==> config.mk <==
export PLATFORM = sky130hd
export DESIGN_NAME = rct_controller
export DESIGN_NICKNAME = d
export VERILOG_FILES = /design/src/hw/rct_pkg.sv /design/src/hw/rct_controller.sv
export SDC_FILE = /design/constraint.sdc
export NUM_CORES = 1
export LEC_CHECK = 0
export BUFFER_PORTS_ARGS = -buffer_cell sky130_fd_sc_hd__buf_4
export CORE_UTILIZATION = 53
export DETAILED_ROUTE_END_ITERATION = 12
export PLACE_DENSITY = 0.75
export SLEW_MARGIN = 10
export SYNTH_ARGS = -nofsm -noshare
export SYNTH_HDL_FRONTEND = slang
export SYNTH_SLANG_ARGS = --single-unit
export TNS_END_PERCENT = 30
==> constraint.sdc <==
create_clock -name ref_clk -period 2.1 [get_ports ref_clk]
set_input_delay 0 -clock ref_clk [delete_from_list [all_inputs] [get_ports ref_clk]]
set_output_delay 0 -clock ref_clk [all_outputs]
set_load 0.05 [all_outputs]
==> src/hw/rct_pkg.sv <==
// constants, types and state encoding for the refresh counter test controller
package rct_pkg;
    localparam int unsigned CLK_MHZ = 125;
    localparam int unsigned INIT_CBR_COUNT = 8;
    localparam int unsigned ROW_COUNT = 256;
    localparam int unsigned ADDR_W = 8;
    localparam int unsigned DQ_W = 4;
    // phase lengths in ns; counts round up
    localparam int unsigned T_SETUP_NS = 30;
    localparam int unsigned T_RAS_NS = 500;
    localparam int unsigned T_CAS_NS = 70;
    localparam int unsigned T_PRE_NS = 110;
    localparam int unsigned T_CPT_NS = 70;
    localparam int unsigned T_ACC_NS = 210;
    localparam int unsigned SETUP_CYC = (T_SETUP_NS * CLK_MHZ + 999) / 1000;
    localparam int unsigned RAS_CYC = (T_RAS_NS * CLK_MHZ + 999) / 1000;
    localparam int unsigned CAS_CYC = (T_CAS_NS * CLK_MHZ + 999) / 1000;
    localparam int unsigned PRE_CYC = (T_PRE_NS * CLK_MHZ + 999) / 1000;
    localparam int unsigned CPT_CYC = (T_CPT_NS * CLK_MHZ + 999) / 1000;
    localparam int unsigned ACC_CYC = (T_ACC_NS * CLK_MHZ + 999) / 1000;
    localparam logic [7:0] TIMER_RST = 8'h00;
    localparam logic [8:0] INDEX_RST = 9'h000;
    localparam logic [ADDR_W-1:0] COLUMN_RST = 8'h00;

    typedef enum logic [1:0] {PH_INIT, PH_WRITE, PH_TEST, PH_READ} phase_t;
    typedef enum logic [3:0] {
        S_IDLE, S_SETUP, S_RAS, S_CAS, S_HOLD, S_CPT, S_CAS2, S_WE, S_PRE, S_DONE
    } state_t;

    typedef struct packed {
        logic ras_n;
        logic cas_n;
        logic we_n;
        logic oe_n;
        logic [ADDR_W-1:0] addr;
        logic [DQ_W-1:0] dq_out;
        logic dq_oe;
    } dram_pins_t;
endpackage : rct_pkg

==> src/hw/rct_controller.sv <==
// refresh counter test sequencer that drives a 64k x 4 dram
`timescale 1ns/1ps
module rct_controller (
    input wire logic ref_clk,
    input wire logic rst_n,
    input wire logic start,
    input wire logic [rct_pkg::ADDR_W-1:0] test_column,
    input wire logic [rct_pkg::DQ_W-1:0] dq_in,
    output rct_pkg::dram_pins_t pins,
    output logic busy,
    output logic done,
    output logic fail
);
    ////////////////////////////////////////////////////////////////
    rct_pkg::state_t state_reg, state_next;
    rct_pkg::phase_t phase_reg, phase_next;
    rct_pkg::dram_pins_t pins_reg, pins_next;
    logic [7:0] timer_reg, timer_next;
    logic [8:0] index_reg, index_next;
    logic [rct_pkg::ADDR_W-1:0] col_reg, col_next;
    logic pattern_reg, pattern_next;
    logic pass_reg, pass_next;
    logic busy_reg, busy_next;
    logic done_reg, done_next;
    logic fail_reg, fail_next;
    logic [rct_pkg::DQ_W-1:0] dq_meta_reg, dq_sync_reg;
    logic [rct_pkg::DQ_W-1:0] expect_val;
    logic last_row;

    // data pins come from the dram, so two flops before compare
    always_ff @(posedge ref_clk or negedge rst_n) begin
        if (!rst_n) begin
            dq_meta_reg <= '0;
            dq_sync_reg <= '0;
        end else begin
            dq_meta_reg <= dq_in;
            dq_sync_reg <= dq_meta_reg;
        end
    end

    ////////////////////////////////////////////////////////////////
    // test phase expects the old pattern; readback expects the newly written one
    assign expect_val = (phase_reg == rct_pkg::PH_TEST) ? {rct_pkg::DQ_W{pattern_reg}}
                                                        : {rct_pkg::DQ_W{~pattern_reg}};
    assign last_row = (index_reg == 9'(rct_pkg::ROW_COUNT - 1));

    always_comb begin
        state_next = state_reg;
        phase_next = phase_reg;
        pins_next = pins_reg;
        timer_next = timer_reg;
        index_next = index_reg;
        col_next = col_reg;
        pattern_next = pattern_reg;
        pass_next = pass_reg;
        busy_next = busy_reg;
        done_next = 1'b0;
        fail_next = fail_reg;
        // one shared down-counter paces every step; a step acts only when it reaches zero
        if (timer_reg != 8'h00) begin
            timer_next = timer_reg - 8'h01;
        end else begin
            unique case (state_reg)
                rct_pkg::S_IDLE: begin
                    if (start) begin
                        col_next = test_column;
                        phase_next = rct_pkg::PH_INIT;
                        index_next = rct_pkg::INDEX_RST;
                        pattern_next = 1'b0;
                        pass_next = 1'b0;
                        fail_next = 1'b0;
                        busy_next = 1'b1;
                        state_next = rct_pkg::S_SETUP;
                    end
                end
                rct_pkg::S_SETUP: begin
                    // cbr cycles lower cas first; others put the row on the pins
                    if (phase_reg == rct_pkg::PH_INIT || phase_reg == rct_pkg::PH_TEST) begin
                        pins_next.cas_n = 1'b0;
                    end else begin
                        pins_next.addr = index_reg[7:0];
                    end
                    if (phase_reg == rct_pkg::PH_WRITE) begin
                        pins_next.we_n = 1'b0;
                        pins_next.dq_out = {rct_pkg::DQ_W{pattern_reg}};
                        pins_next.dq_oe = 1'b1;
                    end
                    timer_next = 8'(rct_pkg::SETUP_CYC - 1);
                    state_next = rct_pkg::S_RAS;
                end
                rct_pkg::S_RAS: begin
                    pins_next.ras_n = 1'b0;
                    if (phase_reg == rct_pkg::PH_INIT) begin
                        timer_next = 8'(rct_pkg::RAS_CYC - 1);
                        state_next = rct_pkg::S_PRE;
                    end else if (phase_reg == rct_pkg::PH_TEST) begin
                        timer_next = 8'(rct_pkg::CAS_CYC - 1);
                        state_next = rct_pkg::S_HOLD;
                    end else begin
                        timer_next = 8'(rct_pkg::SETUP_CYC - 1);
                        state_next = rct_pkg::S_CAS;
                    end
                end
                rct_pkg::S_CAS: begin
                    // normal cycle: column goes on the pins in the same step that cas falls
                    pins_next.addr = col_reg;
                    pins_next.cas_n = 1'b0;
                    pins_next.oe_n = (phase_reg == rct_pkg::PH_WRITE);
                    timer_next = 8'(rct_pkg::ACC_CYC - 1);
                    state_next = rct_pkg::S_WE;
                end
                rct_pkg::S_HOLD: begin
                    // cas rises under low ras; column set up before second fall
                    pins_next.cas_n = 1'b1;
                    pins_next.addr = col_reg;
                    timer_next = 8'(rct_pkg::CPT_CYC - 1);
                    state_next = rct_pkg::S_CPT;
                end
                rct_pkg::S_CPT: begin
                    // row is the device counter, no row is ever driven here
                    pins_next.cas_n = 1'b0;
                    pins_next.oe_n = 1'b0;
                    timer_next = 8'(rct_pkg::ACC_CYC - 1);
                    state_next = rct_pkg::S_CAS2;
                end
                rct_pkg::S_CAS2: begin
                    // read-modify-write: check old value, then write the complement
                    // oe rises with the write drive; a step apart would be kinder to the bus
                    if (dq_sync_reg != expect_val) begin
                        fail_next = 1'b1;
                    end
                    pins_next.oe_n = 1'b1;
                    pins_next.dq_out = {rct_pkg::DQ_W{~pattern_reg}};
                    pins_next.dq_oe = 1'b1;
                    pins_next.we_n = 1'b0;
                    timer_next = 8'(rct_pkg::CAS_CYC - 1);
                    state_next = rct_pkg::S_WE;
                end
                rct_pkg::S_WE: begin
                    if (phase_reg == rct_pkg::PH_READ && dq_sync_reg != expect_val) begin
                        fail_next = 1'b1;
                    end
                    timer_next = 8'(rct_pkg::CAS_CYC - 1);
                    state_next = rct_pkg::S_PRE;
                end
                rct_pkg::S_PRE: begin
                    pins_next.ras_n = 1'b1;
                    pins_next.cas_n = 1'b1;
                    pins_next.we_n = 1'b1;
                    pins_next.oe_n = 1'b1;
                    pins_next.dq_oe = 1'b0;
                    timer_next = 8'(rct_pkg::PRE_CYC - 1);
                    state_next = rct_pkg::S_SETUP;
                    index_next = index_reg + 9'h001;
                    if (phase_reg == rct_pkg::PH_INIT) begin
                        if (index_reg == 9'(rct_pkg::INIT_CBR_COUNT - 1)) begin
                            index_next = rct_pkg::INDEX_RST;
                            phase_next = rct_pkg::PH_WRITE;
                        end
                    end else if (last_row) begin
                        // 256 test cycles wrap the device counter back to the start row
                        index_next = rct_pkg::INDEX_RST;
                        unique case (phase_reg)
                            rct_pkg::PH_WRITE: phase_next = rct_pkg::PH_TEST;
                            rct_pkg::PH_TEST: phase_next = rct_pkg::PH_READ;
                            default: begin
                                if (pass_reg) begin
                                    state_next = rct_pkg::S_DONE;
                                end else begin
                                    pass_next = 1'b1;
                                    pattern_next = 1'b1;
                                    phase_next = rct_pkg::PH_WRITE;
                                end
                            end
                        endcase
                    end
                end
                rct_pkg::S_DONE: begin
                    // busy drops with done so a new start is taken on the next cycle
                    busy_next = 1'b0;
                    done_next = 1'b1;
                    state_next = rct_pkg::S_IDLE;
                end
                default: state_next = rct_pkg::S_IDLE;
            endcase
        end
    end

    always_ff @(posedge ref_clk or negedge rst_n) begin
        if (!rst_n) begin
            state_reg <= rct_pkg::S_IDLE;
            phase_reg <= rct_pkg::PH_INIT;
            pins_reg <= '{ras_n: 1'b1, cas_n: 1'b1, we_n: 1'b1, oe_n: 1'b1,
                           addr: '0, dq_out: '0, dq_oe: 1'b0};
            timer_reg <= rct_pkg::TIMER_RST;
            index_reg <= rct_pkg::INDEX_RST;
            col_reg <= rct_pkg::COLUMN_RST;
            pattern_reg <= 1'b0;
            pass_reg <= 1'b0;
            busy_reg <= 1'b0;
            done_reg <= 1'b0;
            fail_reg <= 1'b0;
        end else begin
            state_reg <= state_next;
            phase_reg <= phase_next;
            pins_reg <= pins_next;
            timer_reg <= timer_next;
            index_reg <= index_next;
            col_reg <= col_next;
            pattern_reg <= pattern_next;
            pass_reg <= pass_next;
            busy_reg <= busy_next;
            done_reg <= done_next;
            fail_reg <= fail_next;
        end
    end

    assign pins = pins_reg;
    assign busy = busy_reg;
    assign done = done_reg;
    assign fail = fail_reg;
endmodule : rct_controller

; ---- Yosys cells after proc, flatten, opt, wreduce, memory -nomap -nowiden
; Index checks and enable logic that the tools add are counted.
; W data, S select, Z words.
[totals]
regBits = 61
in_bits = 15
output_inout_bits = 20
word_cells = 140
[classes]
addsub = 2
eq_ne = 28
n_mux = 53
bitwise_logic = 2
n_reduce_logical = 36
[op_table]
columns = op, n
row1 = $pmux W8 S5, 1
row2 = $mux W9, 4
row3 = $mux W4, 8
row4 = $pmux W4 S8, 1
row5 = $mux W8, 3
row6 = $reduce_and A3 Y1, 7
row7 = $ne A2 B2 Y1 const B, 10
row8 = $pmux W9 S2, 1
row9 = $eq A4 B3 Y1 const B, 4
row10 = $pmux W8 S2, 1
row11 = $mux W1, 15
row12 = $pmux W1 S3, 5
row13 = $reduce_and A6 Y1, 2
row14 = $reduce_bool A3 Y1, 4
row15 = $reduce_or A2 Y1, 6
row16 = $mux W2, 5
row17 = $reduce_bool A2 Y1, 5
row18 = $add A9 B1 Y9 const B, 1
row19 = $eq A9 B3 Y1 const B, 1
row20 = $eq A9 B8 Y1 const B, 1
row21 = $eq A4 B2 Y1 const B, 2
row22 = $eq A4 B4 Y1 const B, 2
row23 = $pmux W1 S2, 4
row24 = $pmux W2 S2, 2
row25 = other kinds (21), 26

; ---- Longest topological paths before layout
[depth]
depth_word = 6
mapped_depth = 10
ltp_nobuf = 9

; ---- Least setup slack after synthesis
; OpenSTA, ideal clock, no wires.
[synth_path]
path_type = flip-flop to flip-flop
from = register timer_reg[0]
to = register phase_reg[0]
setup_time_ps = 125
arrival_time_ps = 2085
required_ps = 1975
setup_slack_ps = -110
path_stages_with_launch = 7
n_path_buf = 0
period_less_slack_ps = 2210
cell_sequence = dfrtp_1 inv_1 ha_1 or3b_4 nand4b_2 a311oi_1 mux2_2
[synth_between]
elab_chain_cells = 3
[synth_lines]
columns = item, line
row1 = "start, declared", rct_controller.sv:18  ; logic [7:0] timer_reg, timer_next;
row2 = "start signal, assigned", rct_controller.sv:195  ; timer_reg <= rct_pkg::TIMER_RST;
row3 = "start signal, assigned", rct_controller.sv:207  ; timer_reg <= timer_next;
row4 = $reduce_bool A8 Y1, rct_controller.sv:60  ; if (timer_reg != 8'h00) begin
row5 = $not A1 Y1 (no source line), -
row6 = $reduce_and A6 Y1 (no source line), -
row7 = "end signal, assigned", rct_controller.sv:192  ; phase_reg <= rct_pkg::PH_INIT;
row8 = "end signal, assigned", rct_controller.sv:205  ; phase_reg <= phase_next;
row9 = "end, declared", rct_controller.sv:16  ; rct_pkg::phase_t phase_reg, phase_next;
; Every way passes these cells.
; A chain may end at the register's enable or synchronous reset.

; ---- Final worst setup path
[layout_path]
from = register timer_reg[0]
to = register pins_reg (netlist bit pins[8])
[layout_between]
elab_chain_cells = 3
[layout_lines]
columns = item, line
row1 = $reduce_bool A8 Y1, rct_controller.sv:60
row2 = $not A1 Y1 (no source line), -
row3 = $reduce_and A3 Y1 (no source line), -
row4 = "end signal, assigned", rct_controller.sv:193  ; pins_reg <= '{ras_n: 1'b1, cas_n: 1'b1, we_n: 1'b1, oe_n: 1'b1,
row5 = "end signal, assigned", rct_controller.sv:206  ; pins_reg <= pins_next;
row6 = "end, declared", rct_controller.sv:17  ; rct_pkg::dram_pins_t pins_reg, pins_next;
; Every way passes these cells.

==> flow_summary.json <==
{
  "cts_buffers": 9,
  "die_y_um": 79.27,
  "switching_share": 0.2150,
  "grt_pass1_vias": 2515,
  "dpl_worst_slack_ns": -0.06257,
  "netlist_area_mm2": 0.003164,
  "avgSynthCellArea_um2": 10.51,
  "synth_top_area_share": 0.4270,
  "wl_per_cell_um": 16.77,
  "finalHoldViolations": 0,
  "antenna_cells": 0,
  "pin_count": 35,
  "ys_seq_area_frac": 0.4603,
  "nets": 409,
  "ys_ff_latch": 58,
  "cp_data_arrival_time_ns": 2.32,
  "register_area_mm2": 0.001456,
  "htree_levels": 3,
  "worstHoldStart": "start",
  "clk_transition_reported_paths_ns": 0.07,
  "setup_slack_ns": 0.009242,
  "place_hpwl_um": 5035,
  "power_switching_w": 0.0004671,
  "grt_max_degree": 59,
  "fmax_mhz": 478.3,
  "fp-row-count": 27,
  "synth_area_leaders": "dfrtp_1 (43%), mux2_2 (9.6%), ha_1 (4.0%)",
  "drtPass1Iterations": 5,
  "cts_buffer_depth": 2,
  "track_usage": 0.2587,
  "setup_viol": 0,
  "synthFlopType": "dfrtp_1",
  "clkPwrFrac": 0.451,
  "dieArea_mm2": 0.006284,
  "drtAntennaViolNets": 0,
  "peakVddDrop_v": 0.0003929,
  "crit_chain": "inv_2 -> ha_4 -> or3b_4 -> nor3_4 -> a21boi_4 -> buf_12 -> mux2_2",
  "via_per_inst": 5.874,
  "worstMarginPinSlew_ns": 0.7253,
  "worst_ep_required_time_ns": 2.33,
  "largest_register_ffs": 14,
  "cts_tree": "yes",
  "combPwrFrac": 0.029,
  "grt.overflow.total": 0,
  "crit_fanout": 8,
  "antenna_found_initial": 0,
  "clk_latency_ns": 0.35,
  "seq_power_share": 0.520,
  "clock_skew_ns": 0.008783,
  "initial_core_util": 0.5609,
  "slowest_stage": "or3b_4",
  "hp-class": "primary input to flop",
  "internal_power_w": 0.001705,
  "max_stage_delay_ns": 0.41,
  "multi_input_area_mm2": 0.001619,
  "mostFrequentLayoutCells": "buf_4 (76), dfrtp_1 (54), mux2_2 (23), nor2_1 (20), a21oi_1 (18)",
  "layout_min_cycle_time_ns": 2.091,
  "path_class": "flop to flop",
  "drtIter0Drc": 263,
  "final_common_cell": "buf_4",
  "synth_cell_types": 60,
  "whs_ns": 0.1768,
  "wl_um": 7732,
  "startpoint": "timer_reg[0]$_DFFE_PN0P_",
  "synthCells": 301,
  "syn_nets": 326,
  "start_kind": "flop",
  "die_w_um": 79.27,
  "globalplace.congestion": 0.8605,
  "async_flop_share": 1.000,
  "status": "complete, no violations",
  "port_buffers": 34,
  "core_mm2": 0.005642,
  "r2r_start": "timer_reg[0]$_DFFE_PN0P_",
  "drc": 0,
  "power.leakage_nw": 1.952,
  "nFillCells": 395,
  "drive_gt1_frac": 0.3805,
  "cts.sinks": 58,
  "power.density_mw_per_mm2": 521.1,
  "rsz0062_at_grt": "yes",
  "setup_tns_ns": 0,
  "grt_pass1_wl_um": 11950,
  "area_growth_pct": 31.71,
  "root_buffer": "clkbuf_8",
  "max-cap-violations": 0,
  "drv_slew": 0,
  "fin_crit_sh": 0.9956,
  "synth_edf_count": 0,
  "synth_area_leader_cell": "dfrtp_1",
  "yosysWarnings": 0,
  "vias": 2708,
  "cp-end-kind": "flop",
  "relSlewSlack": 0.5165
}
## layer usage
metal  part of all wire  GRT usage
met1               0.45     0.3348
met2               0.48     0.4112
met3              0.053    0.08276
met4              0.019    0.08182
met5                  0          0
## path summary, 6_finish.rpt
check                                      endpoint  slack [ns]  cells past startpoint
max reg2reg                     pins[8]$_DFFE_PN0P_       0.009                      7
min in group asynchronous  phase_reg[0]$_DFFE_PN0P_        0.25                      2
max in group asynchronous  dq_meta_reg[2]$_DFF_PN0_        1.35                      2
max                             pins[8]$_DFFE_PN0P_       0.009                      7
min                        state_reg[0]$_DFFE_PN0P_        0.18                      5
min reg2reg                dq_sync_reg[0]$_DFF_PN0_        0.35                      0
## kinds of logic (layout without fill, tap and decap cells)
family,count (synthesis),count (layout),synth area share
flip-flops,58,58,0.4603
buffers and inverters,37,125,0.05575
AND/OR/NAND/NOR,83,83,0.1503
multiplexers,31,31,0.1087
XOR/XNOR,8,8,0.02214
AO/OA/AOI/OAI,74,74,0.1633
adder cells (fa/ha/maj),10,10,0.03954
## final cells by class
cell class / count / share of cell area
Multi-Input combinational cell: 206 / 0.3885
Sequential cell: 58 / 0.3494
Timing Repair Buffer: 93 / 0.1831
Clock buffer: 13 / 0.03332
Tap cell: 72 / 0.02162
Inverter: 16 / 0.01441
Clock inverter: 3 / 0.009607
## what timing repair did
| item | CTS | global route |
|---|---|---|
| hold buffers | 13 | 0 |
| setup buffers | 0 | 6 |
| endpoints found under the setup margin | 1 | 25 |
| endpoints found under the hold margin | 66 | 0 |
| gates resized for setup | 4 | 20 |
| pin swaps | 0 | 5 |
## power groups by stage
stage                     Sequential [W]  Combinational, W  Clock, W
after floorplan                  0.00115        0.00000232         0
after global placement           0.00115         0.0000441         0
after detailed placement         0.00115         0.0000446         0
after CTS                        0.00113         0.0000635  0.000991
after global routing             0.00113         0.0000717   0.00105
final                            0.00113         0.0000635  0.000979
## critical path, delay by kind of cell (launching register included)
family	cells	cell delay (ns)
and+or+nand+nor	2	0.65
buffers and inverters	2	0.23
AOI/OAI and AO/OA	1	0.24
adders and majority gates	1	0.13
DFF	1	0.39
muxes	1	0.33
## synth_stat cells, types with 3 or more instances
cell and instances:
a21oi_1 18, a22o_1 4, a22oi_1 3, a31oi_1 12, a32o_1 3, and3_1 4
buf_1 3, buf_2 6, buf_4 4, clkbuf_1 6, dfrtp_1 54, dfstp_2 4
ha_1 10, inv_1 16, mux2_2 27, mux2i_1 4, nand2_1 15, nand2b_1 9
nand3_1 3, nand3b_1 3, nor2_1 20, nor2b_1 3, nor3_1 3, nor4_1 5
o21ai_0 6, o31ai_1 6, or2_2 3, xnor2_1 6
## through the flow
step	instance area (um2)	utilization	std cells	power (W)
6_report	4168	0.7387	461	0.002172
5_1_grt	4168	0.7387	461	0.002251
4_1_cts	4048	0.7175	455	0.002184
3_5_place_dp	3725	0.6602	426	0.001194
3_3_place_gp	3725	0.6602	426	0.001192
2_1_floorplan	3171	-	301	0.001151
Power figures use the tool's default switching activity.
